## config.mk

```make
export PLATFORM = sky130hd
export DESIGN_NAME = rxfsc_top
export DESIGN_NICKNAME = d
export VERILOG_FILES = /design/src/rtl/rxfsc_pkg.sv /design/src/rtl/rxfsc_top.sv
export VERILOG_INCLUDE_DIRS = /design/src /design/src/rtl
export SDC_FILE = /design/constraint.sdc
export NUM_CORES = 1
export LEC_CHECK = 0
export BUFFER_PORTS_ARGS = -buffer_cell sky130_fd_sc_hd__buf_2
export CORE_UTILIZATION = 35
export DETAILED_ROUTE_END_ITERATION = 12
export PLACE_DENSITY = 0.66
export SLEW_MARGIN = 20
export SYNTH_ARGS = -nofsm -noshare
export SYNTH_HDL_FRONTEND = slang
export SYNTH_SLANG_ARGS = --single-unit
```

## constraint.sdc

```tcl
create_clock -name hclk -period 2.9 [get_ports hclk]
set_clock_uncertainty 0.1 [all_clocks]
set_input_delay 0.58 -clock hclk [delete_from_list [all_inputs] [get_ports hclk]]
set_output_delay 0.58 -clock hclk [all_outputs]
set_load 0.01 [all_outputs]
```

## src/rtl/rxfsc_consts.svh

```systemverilog
// Offsets, field positions, reset values and timing counts of the receive
// FIFO status and control block. Definitions only; included by bare name.
//
// Summary of operation
// - Out-of-range pointer write sets sticky illegal pointer; one clears.
// - Control mask bits 23..19 keep matching flags off the error event.
// - Status bits 27..24 are one-hot, naming a frame boundary's byte lane.
// - Frame mode: rejecting an already read frame sets sticky accept error.
// - Writer stalled for lack of room sets sticky receive-wait; one clears.
// - Read pointer passing write pointer sets sticky underflow; one clears.
// - Write passing read sets sticky overflow; the writer normally stalls.
// - Frame ready shows, in frame mode only, while whole frames sit unread.
// - Full shows while no free space remains; clears after a read.
// - Alarm sets when free bytes < threshold; clears below granularity.
// - Empty shows while no data is held, also after reset.
// - High request drops when fewer bytes remain than the granularity.
// - Frame mode enable turns on frame tracking and overrides granularity.
// - Timer mode defers frame requests, then one every counter*64 cycles.
// - Data register access restarts the timer; alarm requests unaffected.
// - Reset sets the receive-wait mask and granularity to one.
// - Last-read-frame pointer holds byte after last fully read frame.
// - Last-read-frame pointer resets to zero; read-write; upper bits zero.
// - The FIFO holds 1024 bytes; pointers address bytes within it.
// - Alarm compares free bytes against a separately programmed threshold.
`ifndef RXFSC_CONSTS_SVH
`define RXFSC_CONSTS_SVH

// ****************************************
// Register byte offsets
// ****************************************
`define RXFSC_STATUS_OFS 16'h9188
`define RXFSC_CTRL_OFS 16'h918C
`define RXFSC_LAST_READ_FRAME_POINTER_OFS 16'h9190

// ****************************************
// Field positions
// ****************************************
`define RXFSC_ST_IP 31
`define RXFSC_ST_LANES_LO 24
`define RXFSC_ST_FLAGS_LO 19
`define RXFSC_CT_TIMER 28
`define RXFSC_CT_FRAME_MODE_ENABLE 27
`define RXFSC_CT_GR_LO 24
`define RXFSC_CT_MASK_LO 19
`define RXFSC_CT_FIXED_LO 16

// ****************************************
// Sizes and reset values
// ****************************************
`define RXFSC_DEPTH 11'h400
`define RXFSC_PTR_MAX 16'h03FF
`define RXFSC_GR_RESET 3'h1
`define RXFSC_MASK_RESET 5'h04
`define RXFSC_CT_FIXED 3'h4

// ****************************************
// Timing: one timer tick every 64 clock cycles
// ****************************************
`define RXFSC_TICK_CYCLES 7'h40
`define RXFSC_PRESCALE_LAST 6'h3F

`endif

```

## src/rtl/rxfsc_pkg.sv

```systemverilog
// Types of the receive FIFO status and control block.
// Assumes the constants header is compiled alongside.
package rxfsc_pkg;
  timeunit 1ns;
  timeprecision 1ns;

  // Sticky flags in status order 23..20 after the illegal pointer bit
  typedef struct packed {
    logic ip;
    logic fae;
    logic receive_wait_flag;
    logic uf;
    logic of;
  } rxfsc_flags_t;

  typedef struct packed {
    logic timer_mode;
    logic frame_mode_enable;
    logic [2:0] last_transfer_granularity;
    rxfsc_flags_t masks;
    logic [15:0] counter;
  } rxfsc_ctrl_t;

  // Events and levels from the FIFO datapath, same clock
  typedef struct packed {
    logic [10:0] level;
    logic [9:0] last_write_frame_ptr;
    logic [9:0] alarm_threshold;
    logic data_rd;
    logic data_wr;
    logic boundary_valid;
    logic [3:0] boundary_lanes;
    logic [9:0] frame_end_ptr;
    logic frame_rejected;
    logic mac_stall;
    logic underflow_evt;
    logic overflow_evt;
    logic ptr_wr;
    logic [15:0] ptr_wr_val;
  } rxfsc_fifo_in_t;

  typedef enum logic [2:0] {
    RXFSC_T_OFF = 3'b001,
    RXFSC_T_WAIT = 3'b010,
    RXFSC_T_FIRE = 3'b100
  } rxfsc_tstate_t;

  typedef enum logic [1:0] {
    RXFSC_R_NONE = 2'h0,
    RXFSC_R_STATUS = 2'h1,
    RXFSC_R_CTRL = 2'h2,
    RXFSC_R_LAST_READ_FRAME_POINTER = 2'h3
  } rxfsc_reg_t;

  typedef struct packed {
    rxfsc_ctrl_t ctrl;
    rxfsc_flags_t flags;
    logic [3:0] lanes;
    logic frame_ready;
    logic full;
    logic alarm;
    logic empty;
    logic [9:0] last_read_frame_pointer;
    rxfsc_tstate_t tstate;
    logic [5:0] prescale;
    logic [15:0] ticks;
    logic frame_req;
    logic err_evt;
    logic high_req;
    logic dwrite;
    rxfsc_reg_t didx;
    logic [31:0] hrdata;
  } rxfsc_state_t;

endpackage : rxfsc_pkg

```

## src/rtl/rxfsc_top.sv

```systemverilog
// Receive FIFO status, control and last-read-frame pointer logic with an
// AHB-Lite register slave. Assumes the FIFO datapath on the same clock
// supplies fill level, frame pointers and one-cycle event strobes.
`include "rxfsc_consts.svh"

module rxfsc_top
  import rxfsc_pkg::*;
(
  // Clock and reset
  input wire logic hclk,
  input wire logic hresetn,
  // AHB-Lite slave
  input wire logic hsel,
  input wire logic [31:0] haddr,
  input wire logic [1:0] htrans,
  input wire logic hwrite,
  input wire logic [2:0] hsize,
  input wire logic hready,
  input wire logic [31:0] hwdata,
  output logic [31:0] hrdata,
  output logic hreadyout,
  output logic hresp,
  // FIFO datapath
  input wire rxfsc_fifo_in_t fifo_in,
  // Requests and events
  output logic rx_fifo_error_event,
  output logic high_service_req,
  output logic frame_service_req
);
  timeunit 1ns;
  timeprecision 1ns;

  // ****************************************
  // Helpers
  // ****************************************
  // Pointer value outside the 1024 byte memory
  function automatic logic ptr_illegal(input logic [15:0] v);
    ptr_illegal = (v > `RXFSC_PTR_MAX);
  endfunction : ptr_illegal

  // Sticky flag: set wins over a write-one clear
  function automatic logic sticky(input logic cur, input logic set,
                                  input logic clr);
    sticky = set | (cur & ~clr);
  endfunction : sticky

  function automatic rxfsc_reg_t decode(input logic [31:0] a);
    unique case ({a[15:2], 2'b00})
      `RXFSC_STATUS_OFS: decode = RXFSC_R_STATUS;
      `RXFSC_CTRL_OFS: decode = RXFSC_R_CTRL;
      `RXFSC_LAST_READ_FRAME_POINTER_OFS: decode = RXFSC_R_LAST_READ_FRAME_POINTER;
      default: decode = RXFSC_R_NONE;
    endcase
  endfunction : decode

  rxfsc_state_t s_q;
  rxfsc_state_t s_d;
  logic addr_phase;
  logic wr_now;
  logic [31:0] status_word;
  logic [31:0] ctrl_word;
  logic [10:0] free_bytes;
  logic [10:0] gr_bytes;
  logic frames_pending;
  rxfsc_flags_t set_ev;
  rxfsc_flags_t clr_ev;

  assign addr_phase = hsel & hready & htrans[1];
  assign wr_now = s_q.dwrite;
  assign free_bytes = `RXFSC_DEPTH - fifo_in.level;
  assign gr_bytes = {8'h00, s_q.ctrl.last_transfer_granularity};
  assign frames_pending = (fifo_in.last_write_frame_ptr != s_q.last_read_frame_pointer);

  // Reserved and read-only bits are fixed by the read mux
  assign status_word = {s_q.flags.ip, 3'h0, s_q.lanes, s_q.flags.fae,
                        s_q.flags.receive_wait_flag, s_q.flags.uf, s_q.flags.of,
                        s_q.frame_ready, s_q.full, s_q.alarm, s_q.empty,
                        16'h0000};
  assign ctrl_word = {3'h0, s_q.ctrl.timer_mode, s_q.ctrl.frame_mode_enable,
                      s_q.ctrl.last_transfer_granularity, s_q.ctrl.masks,
                      `RXFSC_CT_FIXED, s_q.ctrl.counter};

  // ****************************************
  // Next state
  // ****************************************
  always_comb begin
    s_d = s_q;
    set_ev = '0;
    clr_ev = '0;

    // Bus: registered address phase, zero-wait data phase
    s_d.dwrite = 1'b0;
    s_d.didx = RXFSC_R_NONE;
    s_d.hrdata = 32'h0000_0000;
    if (addr_phase) begin
      s_d.dwrite = hwrite;
      s_d.didx = decode(haddr);
      if (!hwrite) begin
        unique case (decode(haddr))
          RXFSC_R_STATUS: s_d.hrdata = status_word;
          RXFSC_R_CTRL: s_d.hrdata = ctrl_word;
          RXFSC_R_LAST_READ_FRAME_POINTER: s_d.hrdata = {22'h000000, s_q.last_read_frame_pointer};
          RXFSC_R_NONE: s_d.hrdata = 32'h0000_0000;
        endcase
      end
    end

    // Only ones in w1c positions clear
    if (wr_now && s_q.didx == RXFSC_R_STATUS) begin
      clr_ev.ip = hwdata[`RXFSC_ST_IP];
      clr_ev.fae = hwdata[`RXFSC_ST_FLAGS_LO + 4];
      clr_ev.receive_wait_flag = hwdata[`RXFSC_ST_FLAGS_LO + 3];
      clr_ev.uf = hwdata[`RXFSC_ST_FLAGS_LO + 2];
      clr_ev.of = hwdata[`RXFSC_ST_FLAGS_LO + 1];
    end
    if (wr_now && s_q.didx == RXFSC_R_CTRL) begin
      s_d.ctrl.timer_mode = hwdata[`RXFSC_CT_TIMER];
      s_d.ctrl.frame_mode_enable = hwdata[`RXFSC_CT_FRAME_MODE_ENABLE];
      s_d.ctrl.last_transfer_granularity =
        hwdata[`RXFSC_CT_GR_LO +: 3];
      s_d.ctrl.masks = hwdata[`RXFSC_CT_MASK_LO +: 5];
      s_d.ctrl.counter = hwdata[15:0];
    end

    // Illegal pointer from datapath or this register
    set_ev.ip = (fifo_in.ptr_wr & ptr_illegal(fifo_in.ptr_wr_val)) |
                (wr_now && s_q.didx == RXFSC_R_LAST_READ_FRAME_POINTER &&
                 ptr_illegal(hwdata[15:0])) |
                (wr_now && s_q.didx == RXFSC_R_LAST_READ_FRAME_POINTER && |hwdata[31:16]);
    // Accept error counts only in frame mode
    set_ev.fae = fifo_in.frame_rejected & s_q.ctrl.frame_mode_enable;
    // Writer held off for lack of room
    set_ev.receive_wait_flag = fifo_in.mac_stall;
    set_ev.uf = fifo_in.underflow_evt;
    set_ev.of = fifo_in.overflow_evt;

    s_d.flags.ip = sticky(s_q.flags.ip, set_ev.ip, clr_ev.ip);
    s_d.flags.fae = sticky(s_q.flags.fae, set_ev.fae, clr_ev.fae);
    s_d.flags.receive_wait_flag = sticky(s_q.flags.receive_wait_flag, set_ev.receive_wait_flag, clr_ev.receive_wait_flag);
    s_d.flags.uf = sticky(s_q.flags.uf, set_ev.uf, clr_ev.uf);
    s_d.flags.of = sticky(s_q.flags.of, set_ev.of, clr_ev.of);

    // Debug write; out-of-range values are kept to ten bits
    if (wr_now && s_q.didx == RXFSC_R_LAST_READ_FRAME_POINTER) begin
      s_d.last_read_frame_pointer = hwdata[9:0];
    end
    // Advance on reads that reach a frame boundary, frame mode only
    if (fifo_in.boundary_valid && s_q.ctrl.frame_mode_enable) begin
      s_d.last_read_frame_pointer = fifo_in.frame_end_ptr;
    end
    // Latch the lane of the last boundary seen
    if (fifo_in.boundary_valid) begin
      s_d.lanes = fifo_in.boundary_lanes;
    end

    // Complete frames unread, frame mode only
    s_d.frame_ready = s_q.ctrl.frame_mode_enable & frames_pending;
    s_d.full = (fifo_in.level >= `RXFSC_DEPTH);
    s_d.empty = (fifo_in.level == 11'h000);

    if (free_bytes < {1'b0, fifo_in.alarm_threshold}) begin
      s_d.alarm = 1'b1;
    // Frame mode overrides granularity: drop only when empty
    end else if (s_q.ctrl.frame_mode_enable) begin
      if (fifo_in.level == 11'h000) begin
        s_d.alarm = 1'b0;
      end
    // Drop when fewer bytes than granularity remain
    end else if (fifo_in.level < gr_bytes) begin
      s_d.alarm = 1'b0;
    end
    // High request follows the alarm, never the timer
    s_d.high_req = s_d.alarm;

    s_d.err_evt = |(s_q.flags & ~s_q.ctrl.masks);

    // Frame request timer, 64-cycle prescaled ticks
    s_d.frame_req = 1'b0;
    unique case (s_q.tstate)
      RXFSC_T_OFF: begin
        s_d.frame_req = s_q.frame_ready;
        s_d.prescale = 6'h00;
        s_d.ticks = 16'h0000;
        if (s_q.ctrl.timer_mode && s_q.ctrl.frame_mode_enable) begin
          s_d.tstate = RXFSC_T_WAIT;
          s_d.frame_req = 1'b0;
        end
      end
      RXFSC_T_WAIT: begin
        s_d.prescale = s_q.prescale + 6'h01;
        if (s_q.prescale == `RXFSC_PRESCALE_LAST) begin
          s_d.ticks = s_q.ticks + 16'h0001;
          if (s_q.ticks + 16'h0001 >= s_q.ctrl.counter) begin
            s_d.tstate = RXFSC_T_FIRE;
          end
        end
      end
      RXFSC_T_FIRE: begin
        s_d.frame_req = s_q.frame_ready;
        // Fire cycle is the first of the next period, so it lasts 64 * N
        s_d.prescale = 6'h01;
        s_d.ticks = 16'h0000;
        s_d.tstate = RXFSC_T_WAIT;
      end
      default: begin
        s_d.tstate = RXFSC_T_OFF;
      end
    endcase
    // Data register access restarts the period
    if (s_q.tstate != RXFSC_T_OFF &&
        (fifo_in.data_rd || fifo_in.data_wr)) begin
      s_d.prescale = 6'h00;
      s_d.ticks = 16'h0000;
      s_d.tstate = RXFSC_T_WAIT;
    end
    if (!(s_q.ctrl.timer_mode && s_q.ctrl.frame_mode_enable) &&
        s_q.tstate != RXFSC_T_OFF) begin
      s_d.tstate = RXFSC_T_OFF;
      s_d.frame_req = 1'b0;
    end
  end

  // ****************************************
  // State register
  // ****************************************
  always_ff @(posedge hclk or negedge hresetn) begin
    if (!hresetn) begin
      s_q <= '0;
      s_q.ctrl.last_transfer_granularity <= `RXFSC_GR_RESET;
      s_q.ctrl.masks <= `RXFSC_MASK_RESET;
      s_q.empty <= 1'b1;
      s_q.tstate <= RXFSC_T_OFF;
      s_q.didx <= RXFSC_R_NONE;
    end else begin
      s_q <= s_d;
    end
  end

  // Zero-wait slave; the flop copy keeps the output register-driven
  logic hreadyout_q;
  logic hresp_q;
  always_ff @(posedge hclk or negedge hresetn) begin
    if (!hresetn) begin
      hreadyout_q <= 1'b1;
      hresp_q <= 1'b0;
    end else begin
      hreadyout_q <= 1'b1;
      hresp_q <= 1'b0;
    end
  end

  assign hrdata = s_q.hrdata;
  assign hreadyout = hreadyout_q;
  assign hresp = hresp_q;
  assign rx_fifo_error_event = s_q.err_evt;
  assign high_service_req = s_q.high_req;
  assign frame_service_req = s_q.frame_req;

endmodule : rxfsc_top

```

=== Yosys cells after proc, flatten, opt, wreduce, memory -nomap -nowiden ===
Cells that the tools add are included.

* Bits in registers: 111
* Input port bits: 143
* Output and inout port bits: 37

* Add/sub/neg operators: 3
* Magnitude comparators: 6
* Equality and inequality tests: 20
* Multiplexer cells: 24
* Bitwise operators: 24
* Reduce and logical (&&, ||, !) cells: 21

{| class="wikitable"
|+ Operators with widths
! operator !! number
|-
| 32-bit case mux with 4 select lines || 1
|-
| 22-bit case mux with 3 select lines || 1
|-
| 14-bit equality test, second input constant || 3
|-
| 35-bit two-way mux || 1
|-
| 16-bit by 10-bit greater-than comparator with 1-bit output, second input constant || 2
|-
| 32-bit two-way mux || 1
|-
| 25-bit two-way mux || 1
|-
| 10-bit two-way mux || 2
|-
| 16-bit by 1-bit adder with 16-bit output, second input constant || 1
|-
| 16-bit greater-or-equal comparator || 1
|-
| 16-bit two-way mux || 1
|-
| 16-bit OR reduction || 1
|-
| 3-bit two-way mux || 4
|-
| 4-bit != test, second input constant || 3
|-
| 11-bit greater-or-equal comparator, second input constant || 1
|-
| 11-bit logical NOT || 1
|-
| 11-bit by 10-bit < comparator with 1-bit output || 1
|-
| 11-bit by 3-bit < comparator with 1-bit output || 1
|-
| 11-bit subtractor, first input constant || 1
|-
| 1-bit bitwise AND || 10
|-
| 10-bit != test || 1
|-
| 1-bit logical AND || 9
|-
| 3-bit case mux with 3 select lines || 1
|-
| 2-bit equality test, second input constant || 4
|-
| other kinds (26) || 45
|}

=== Depth between registers and ports, before layout ===
Gate-level depths: netlist of run 1.

* Depth in word-level cells: 8
* Depth in mapped cells: 12

=== Worst setup path after synthesis of run 1 ===
Ideal clock, no wire load.

* Path kind: input to register
* From: in fifo_in[58] (netlist bit)
* To: reg s_q, in the netlist high_service_req
* Library setup time: 0.101 ns
* Arrival: 2.586 ns
* Required time: 2.699 ns
* Slack: 0.113 ns
* Stages: 10
* Path buffers: 0
* Path through: inv_1 -> ha_1 -> nor3b_1 -> nor2b_1 -> nand2_1 -> xor2_1 -> ha_1 -> a2111oi_0 -> a21oi_1 -> o32ai_1

* Longest elaborated chain between the ends: 4
* Elaborated cells on any way between the ends: 8

{| class="wikitable"
|+ RTL lines
! element !! line !! text
|-
| start, declared || rxfsc_top.sv:24 || <nowiki>input wire rxfsc_fifo_in_t fifo_in,</nowiki>
|-
| 11-bit subtractor (no source line) || -- ||
|-
| 11-bit by 10-bit < comparator with 1-bit output || rxfsc_top.sv:161 || <nowiki>if (free_bytes < {1'b0, fifo_in.alarm_threshold}) begin</nowiki>
|-
| 3-bit by 1-bit != test with 1-bit output (no source line) or 3-bit nonzero test (tied branches) || -- ||
|-
| 2-bit AND reduction (no source line) || -- ||
|-
| end, declared || rxfsc_top.sv:56 || <nowiki>rxfsc_state_t s_q;</nowiki>
|}

Several ways; a longest one is shown, not always the timed one.
A chain may end at the register's enable or synchronous reset.

=== Final worst setup path of run 1 ===
* From: reg s_q[38] (netlist bit)
* To: reg s_q[62] (netlist bit)

* Longest elaborated chain between the ends: 4

{| class="wikitable"
|+ RTL lines
! element !! line !! text
|-
| 16-bit by 1-bit adder with 16-bit output || rxfsc_top.sv:193 || <nowiki>if (s_q.ticks + 16'h0001 >= s_q.ctrl.counter) begin</nowiki>
|-
| 16-bit greater-or-equal comparator || rxfsc_top.sv:193 ||
|-
| 4-bit != test (no source line) || -- ||
|-
| 3-bit AND reduction (no source line) || -- ||
|}

Every way passes these cells.

==> results of run 1 <==
[cells by family after synthesis]
| logic type | after synthesis |
|---|---|
| other cells | 2 |
| buf+inv | 87 |
| mux | 41 |
| flops | 109 |
| compound gates | 106 |
| fa+ha+maj | 30 |
| xor+xnor | 35 |
| simple gates | 162 |
[stage by stage]
step                      power [mW]  hold WS, ns  worst slack [ns]  cells  TNS (ns)
final                          3.135      0.06933            0.1469    933         0
after global routing           3.278      0.09485          -0.01983    933  -0.01983
after CTS                      3.177      0.07259          0.008967    933         0
after detailed placement       1.958       0.3820          -0.05309    917  -0.05309
after global placement         1.952       0.3822          -0.01303    917  -0.01303
after floorplan                1.784       0.1844            0.1128    574         0
[synthesized netlist by cell type (all sizes together) (3+ instances only)]
| library cell | instances | area share [%] |
|---|---|---|
| nand2b | 5 | 0.52 |
| or3 | 3 | 0.31 |
| inv | 37 | 2.3 |
| and2 | 11 | 1.2 |
| mux2i | 11 | 1.8 |
| a22o | 26 | 3.8 |
| ha | 30 | 6.3 |
| nor4 | 9 | 1.0 |
| dfrtp | 105 | 44 |
| buf | 44 | 5.2 |
| nor3 | 10 | 1.0 |
| clkbuf | 6 | 0.38 |
| a21o | 4 | 0.50 |
| and4 | 6 | 0.88 |
| nand3 | 17 | 1.5 |
| nor3b | 5 | 0.63 |
| and3 | 3 | 0.31 |
| xor2 | 11 | 1.6 |
| nand3b | 4 | 0.50 |
| a31oi | 3 | 0.42 |
| o21ai | 32 | 2.7 |
| nand4 | 7 | 0.73 |
| nand2 | 42 | 2.8 |
| or4 | 3 | 0.38 |
| a21oi | 18 | 1.5 |
| o211ai | 3 | 0.38 |
| nor2 | 27 | 1.7 |
| a211oi | 3 | 0.38 |
| mux2 | 30 | 5.7 |
| xnor2 | 24 | 3.5 |
| nor4b | 4 | 1.0 |
| dfstp | 4 | 1.8 |
[worst max path at each step]
stage | endpoint | cells past startpoint
floorplan | high_service_req | 10
global placement | high_service_req | 12
detailed placement | high_service_req | 14
CTS | s_q[62] | 11
global route | s_q[62] | 13
finish | s_q[62] | 11
[report_power, final]
group | total (mW) | leakage (nW) | internal (mW) | switching, mW
clock | 1.21 | 0.144 | 0.604 | 0.605
sequential | 1.61 | 1.38 | 1.57 | 0.0447
combinational | 0.314 | 2.07 | 0.155 | 0.159
total | 3.13 | 3.59 | 2.33 | 0.808
[placed cells by master (no fill, tap or decap), types with 18 or more instances in the layout]
master / n
buf_4: 30
a21oi_1: 18
xnor2_1: 24
a22o_1: 26
mux2_2: 30
nor2_1: 26
dfrtp_1: 105
nand2_1: 41
o21ai_0: 21
ha_1: 30
buf_2: 142
inv_1: 37
[registers in the layout (all words and copies together) (netlist names)]
register             cells
ctrl_word               26
wr_now                   1
high_service_req         1
rx_fifo_error_event      1
hrdata                  30
frame_service_req        1
s_q                     49
[critical path: stages, from the launching register on]
cell      delay [ns]
dfrtp_1         0.41
and4_1          0.24
and4_4          0.22
buf_4           0.15
and3_1          0.19
xor2_1          0.15
ha_1            0.30
nand2_1         0.08
nor4_2          0.25
o211ai_1        0.18
o211ai_1        0.17
nor4b_2         0.23
[metal layers]
metal,up-vias,global-route usage [%],share of wire (%)
li1,2266,-,-
met1,2152,22.02,49
met2,119,25.82,46
met3,10,4.138,4.3
met4,0,3.831,1.2
met5,-,0,0
[layout make-up]
cell class	instances	area [um2]
clock buffer	9	225.2
clock inverter	7	68.82
fill	1651	9449
inverter	37	138.9
multi-input combinational	378	2796
sequential	109	2733
tap	220	275.3
timing repair buffer	173	955.9
==> metrics.txt, run 1 <==
Max-Cap Viols 0; Starting Density 35.91%; min Tclk post-route 2.753 ns; synthesized cell area 0.005976 mm2; ant diodes 0; pin count of the biggest net entering global routing 54; gr ovfl total 0; clock latency on the worst-skew pair 0.36 ns; die height 132.7 um; multiplexer share of the synthesized area 7.496%; placed inst area 0.006884 mm2; Leak Pwr 3.594 nW; Post-synth EDFFs 0; crit path kind reg2reg; Async S/R FF share, synth 100.0%; # port buffers 143; total CTS buffers 9; post_cts resized 0; Hold Crit Class in2async; Area growth syn-to-layout 20.37%; final setup fails 0; Fin. Hold Viols 0; vias in the first global route 4,470; Synth Area in XOR/XNOR 5.130%; drt drc 0; Seq/Total Area, Yosys 45.73%; clock root buffer clkbuf_16; CP max FO 5; Post-Route WL 13.42 mm; dominant combinational cell family by area after synthesis simple AND/OR/NAND/NOR gates; Post-Synthesis Cells 572; Worst setup EP type flip-flop; worst slew pin tran 0.7314 ns; clock-pin slew on the worst setup and hold paths 0.07 ns; Post-CTS Setup Repair Bufs 0; io pins 180; dpl hpwl 10.35 mm; worst flop-to-flop path startpoint s_q[38]; worst-case reg-to-reg path depth 11; element type at the critical path start flip-flop; Clock Tree Buf Depth 2; Yosys reg bits 109; worst path required time 3.07 ns; Core ar. 0.01664 mm2; initial DRC count 158; final core occ 43.22%; via/cell ratio 4.874; average cell area after synthesis 10.45 um2; synth unique cells 62; fin crit share 94.93%; PwrDens 435.8 mW/mm2; setup slack, reg-to-reg 0.15 ns; antenna-violating nets left 0; first-pass GRT wire length 22.48 mm; critical path launch point s_q[38]; crit path DAT 2.92 ns; post-synthesis compound-gate area fraction 12.14%; outcome complete, no violations; Nets 881; Syn. warnings 0; WL per Instance 14.38 um; Fmax achieved 363.2 MHz; Vias 4,547; r2r endpoint s_q[62]; initial antenna violation count 0; GP Congestion 0.7880; CTS H-tree lvls 3; simple-gate share of the synthesized area 15.24%; CTS Sinks 109; row cnt 47; Post-Synth Adder-Cell Area 6.281%; CTS tree built; share of layout cells above drive strength 1 33.10%; Peak VDD IR 0.0002938 V; Pre-antenna DRT Iters 5; die area 0.01760 mm2; Slew HR 51.10%; max-slew violation count 0; hold_buf cts 0; final instance area 0.007193 mm2; gr usage total 16.20%; Horiz. Die Dim 132.7 um; Main synth FF type dfrtp_1
Power figures use the tool's default switching activity.
==> inputs of run 2 (changes only) <==
CORE_MARGIN = 3   (was not set)
REMOVE_ABC_BUFFERS = 1   (was not set)
==> run 2 against run 1 <==
  * Sequential cell count did not move
  * Total power rose by 2.0%
  * Wire length rose by 4.2%
  * Cell count rose by 0.32%
  * Worst setup slack got worse by 0.0059 ns
  * Register-to-register slack barely moved
  * Critical path depth rose by 2
  * Clock power rose by 5%
==> metrics.txt, run 2 (same netlist as run 1, synthesis figures left out) <==
Fin. Hold Viols 0; max-slew violation count 0; # port buffers 143; total CTS buffers 9; worst path required time 3.06 ns; clock root buffer clkbuf_16; gr usage total 15.59%; final instance area 0.007274 mm2; Post-Route WL 13.98 mm; pre-CTS worst setup slack -0.05984 ns; element type at the critical path start flip-flop; clock-pin slew on the worst setup and hold paths 0.07 ns; Peak VDD IR 0.0003387 V; GP Congestion 0.8387; worst slew pin tran 0.7981 ns; min Tclk post-route 2.759 ns; crit path kind reg2reg; gr ovfl total 0; initial DRC count 177; Starting Density 35.91%; drt drc 0; CTS Sinks 109; Slew HR 46.64%; Area growth syn-to-layout 21.73%; CTS tree built; Fmax achieved 362.5 MHz; CP max FO 5; most frequent cells in the layout 142 x buf_2, 104 x dfrtp_1, 39 x nand2_1; vias in the first global route 4,474; clock latency on the worst-skew pair 0.35 ns; WL per Instance 14.93 um; PwrDens 439.6 mW/mm2; pin count of the biggest net entering global routing 67; fin crit share 95.14%; largest register by flop count s_q; first-pass GRT wire length 22.71 mm; Clock Tree Buf Depth 2; Leak Pwr 3.626 nW; io pins 180; Pre-antenna DRT Iters 4; dpl hpwl 10.75 mm; Max-Cap Viols 0; final setup fails 0; row cnt 47; die area 0.01868 mm2; Nets 884; share of layout cells above drive strength 1 34.08%; Worst setup EP type flip-flop; Vias 4,548; Hold Crit Class in2reg; hold_ws 0.2975 ns; leading cell type in the layout, fill and taps excluded buf_2; max reg flops 49; CTS H-tree lvls 3; crit path DAT 2.92 ns; ant diodes 0; via/cell ratio 4.859; outcome complete, no violations; Core ar. 0.01664 mm2; antenna-violating nets left 0; Horiz. Die Dim 136.7 um; initial antenna violation count 0; placed inst area 0.006899 mm2; crit path setup slack, layout 0.1410 ns; die height 136.7 um
-- run 2: layout make-up --
cell class              count  area, um2
clock buffers               9      225.2
inverters                  37      138.9
clock inverters             7      81.33
fillers                  1604       9368
flip-flops and latches    109       2734
repair buffers            176      980.9
multi-input cells         378       2839
well taps                 220      275.3
-- run 2: what timing repair did --
item | CTS | global route
setup endpoints to repair | 1 | 2
hold endpoints to repair | 8 | 0
cloned | 0 | 0
setup buffers | 0 | 0
pin swaps | 0 | 6
hold buffers | 1 | 0
gates resized for setup | 3 | 10
-- run 2: stage by stage --
step	total power [mW]	utilization, %	TNS (ns)	std cells
5_1_grt	3.347	43.71	-0.01054	936
6_report	3.198	43.71	0	936
2_1_floorplan	1.777	-	0	524
4_1_cts	3.241	43.44	0	936
3_5_place_dp	1.960	41.46	-0.1184	919
3_3_place_gp	1.950	41.46	-0.08197	919
-- run 2: report_power, final --
part | switching (mW) | leakage (nW) | internal, mW | total (mW)
sequential | 0.0455 | 1.38 | 1.57 | 1.61
combinational | 0.163 | 2.10 | 0.156 | 0.319
clock | 0.583 | 0.147 | 0.682 | 1.27
total | 0.792 | 3.63 | 2.41 | 3.20
-- run 2: worst max-delay path, stage by stage (launching register included) --
cell      delay (ns)
dfrtp_2         0.45
ha_4            0.18
nand3_2         0.06
nor2_1          0.05
buf_4           0.14
buf_4           0.13
and4_1          0.19
xor2_1          0.16
ha_1            0.31
nand2_2         0.08
nor4_4          0.26
o211ai_1        0.19
o211ai_1        0.15
nor4b_4         0.22
-- run 2: worst paths after layout --
path / from / to / slack (ns) / cells after the start
setup / recovery: s_q[38] / s_q[62] / 0.14 / 13
hold / removal: fifo_in[18] / s_q[82] / 0.30 / 2
setup reg to reg: s_q[38] / s_q[62] / 0.14 / 13
hold reg to reg: ctrl_word[11] / hrdata[11] / 0.41 / 1
max in group asynchronous: hresetn / s_q[38] / 1.51 / 3
min in group asynchronous: hresetn / hrdata[26] / 0.49 / 2
-- run 2: per-layer routing --
layer	vias up	global-route usage (%)	wire length, um
met4	0	5.431	295
met2	122	23.85	6373
li1	2264	-	-
met5	-	0	0
met3	21	3.419	733
met1	2141	21.84	6574
==> inputs of run 3 (changes only) <==
CORE_UTILIZATION = 44   (was 35)
GPL_ROUTABILITY_DRIVEN = 1   (was not set)
PLACE_DENSITY = 0.78   (was 0.66)
==> run 3 against run 2 <==
  * Sequential cell count stayed put
  * Critical endpoint unchanged
  * Die area fell by 20%
  * Worst setup slack lost 0.058 ns
  * Maximum frequency decreased by 2.1%
  * Total power up 1.9%
  * Critical path depth is 2 lower
==> metrics.txt, run 3 (same netlist as run 1, synthesis figures left out) <==
CTS Sinks 109; Horiz. Die Dim 122.5 um; gr ovfl total 0; Core ar. 0.01293 mm2; pin count of the biggest net entering global routing 50; CTS H-tree lvls 3; DP Cell Count 863; io pins 180; Fin. Hold Viols 0; antenna-violating nets left 0; hold_ws 0.1044 ns; min Tclk post-route 2.817 ns; outcome complete, no violations; fillers 1,147; initial DRC count 309; worst slew pin tran 0.7850 ns; Max-Cap Viols 0; worst path cell trace and4_1, and4_1, buf_4, and3_1, xor2_1, ha_1, nand2_2, nor4_4, o211ai_1, o211ai_1, nor4b_2; Leak Pwr 3.580 nW; Worst setup EP type flip-flop; leading cell type in the layout, fill and taps excluded buf_2; initial antenna violation count 1; row cnt 41; ant diodes 0; Peak VDD IR 0.0002997 V; gr usage total 20.20%; GP Congestion 0.8741; max-slew violation count 0; crit path max-delay cell type dfrtp_1; Comb pwr share 9.8%; # port buffers 143; Net Sw Power 0.7767 mW; clock root buffer clkbuf_16; CP max FO 7; largest register by flop count s_q; P_int 2.481 mW; Starting Density 46.23%; via/cell ratio 5.399; max reg flops 49; Pre-antenna DRT Iters 5; Clock Tree Buf Depth 2; Hold Crit Class in2async; PwrDens 456.4 mW/mm2; clock network power share 40.5%; final setup fails 0; Slew HR 47.52%; sw frac 23.84%; clock-pin slew on the worst setup and hold paths 0.08 ns; element type at the critical path start flip-flop; clock latency on the worst-skew pair 0.35 ns; most frequent cells in the layout 142 x buf_2, 105 x dfrtp_1, 40 x nand2_1; max incr delay on CP 0.42 ns; die height 122.5 um; Post-Route WL 14.57 mm; share of layout cells above drive strength 1 32.77%; Final Non-Filler Cells 880; crit path DAT 2.98 ns; Fmax achieved 355.0 MHz; worst path required time 3.06 ns; die area 0.01502 mm2; dpl hpwl 11.17 mm; total CTS buffers 9; CTS tree built; WL per Instance 16.56 um; Seq pwr share 49.6%; Vias 4,751; drt drc 0; first-pass GRT wire length 23.79 mm; vias in the first global route 5,032; fin crit share 97.13%; crit path kind reg2reg; Area growth syn-to-layout 19.43%; Nets 876
==> run 3: cell types whose count changed in the layout (fill, tap and decap cells not counted), moves of 2 or more <==
cell / change
inv_6: -3
clkinvlp_4: +2
and4_4: -2
buf_4: -7
==> run 3: layout make-up <==
| type | count | area, um2 | share of cell area (%) |
|---|---|---|---|
| multi-input combinational | 378 | 2806 | 39.32 |
| sequential | 109 | 2733 | 38.29 |
| timing repair buffer | 168 | 918.4 | 12.87 |
| clock buffer | 9 | 225.2 | 3.156 |
| tap | 172 | 215.2 | 3.015 |
| inverter | 37 | 138.9 | 1.946 |
| clock inverter | 7 | 100.1 | 1.403 |
==> run 3: path summary, 6_finish.rpt <==
path | startpoint | to | slack, ns | depth (start not counted)
max | s_q[38] | s_q[62] | 0.08 | 11
min | hresetn | hrdata[22] | 0.10 | 1
min in group hclk | fifo_in[18] | s_q[82] | 0.31 | 2
max reg2reg | s_q[38] | s_q[62] | 0.08 | 11
min reg2reg | s_q[79] | hrdata[26] | 0.40 | 1
max in group asynchronous | hresetn | s_q[60] | 1.89 | 2
==> run 3: routing by layer <==
metal | global-route usage, % | vias up | wire length, um
li1 | - | 2249 | -
met3 | 4.608 | 30 | 962
met1 | 24.58 | 2300 | 6126
met2 | 34.97 | 172 | 7098
met5 | 0 | - | 0
met4 | 7.558 | 0 | 384
==> run 3: power groups by stage <==
stage / Clock [mW] / Sequential, mW / Combinational [mW]
after floorplan: 0 / 1.63 / 0.149
final: 1.32 / 1.62 / 0.320
after detailed placement: 0 / 1.64 / 0.318
after global placement: 0 / 1.64 / 0.300
after global routing: 1.41 / 1.62 / 0.362
after CTS: 1.36 / 1.62 / 0.321
==> run 3: per-stage QoR <==
| step | cell area, um2 | utilization [%] | power, mW | setup slack (ns) | TNS, ns |
|---|---|---|---|---|---|
| 3_5_place_dp | 6779 | 52.44 | 1.962 | -0.1174 | -0.1429 |
| 6_report | 7137 | 55.21 | 3.257 | 0.08328 | 0 |
| 3_3_place_gp | 6779 | 52.44 | 1.940 | -0.05006 | -0.05006 |
| 4_1_cts | 7111 | 55.00 | 3.291 | 0.005057 | 0 |
| 5_1_grt | 7137 | 55.21 | 3.396 | -0.01352 | -0.01352 |
| 2_1_floorplan | 5653 | - | 1.777 | 0.1128 | 0 |
==> run 3: worst max-delay path, delay by kind of cell (launching register included) <==
family	cells	cell delay (ns)
AO/OA/AOI/OAI	2	0.32
XOR/XNOR	1	0.15
adder cells (fa/ha/maj)	1	0.31
buffers and inverters	1	0.16
flip-flops	1	0.42
AND/OR/NAND/NOR	6	1.24
==> run 3: timing repair <==
item                       4_1_cts  5_1_grt
resized for setup                1        4
setup endpoints to repair        1        2
hold buffers                     0        0
buffers inserted                 0        1
pin swaps                        0        3
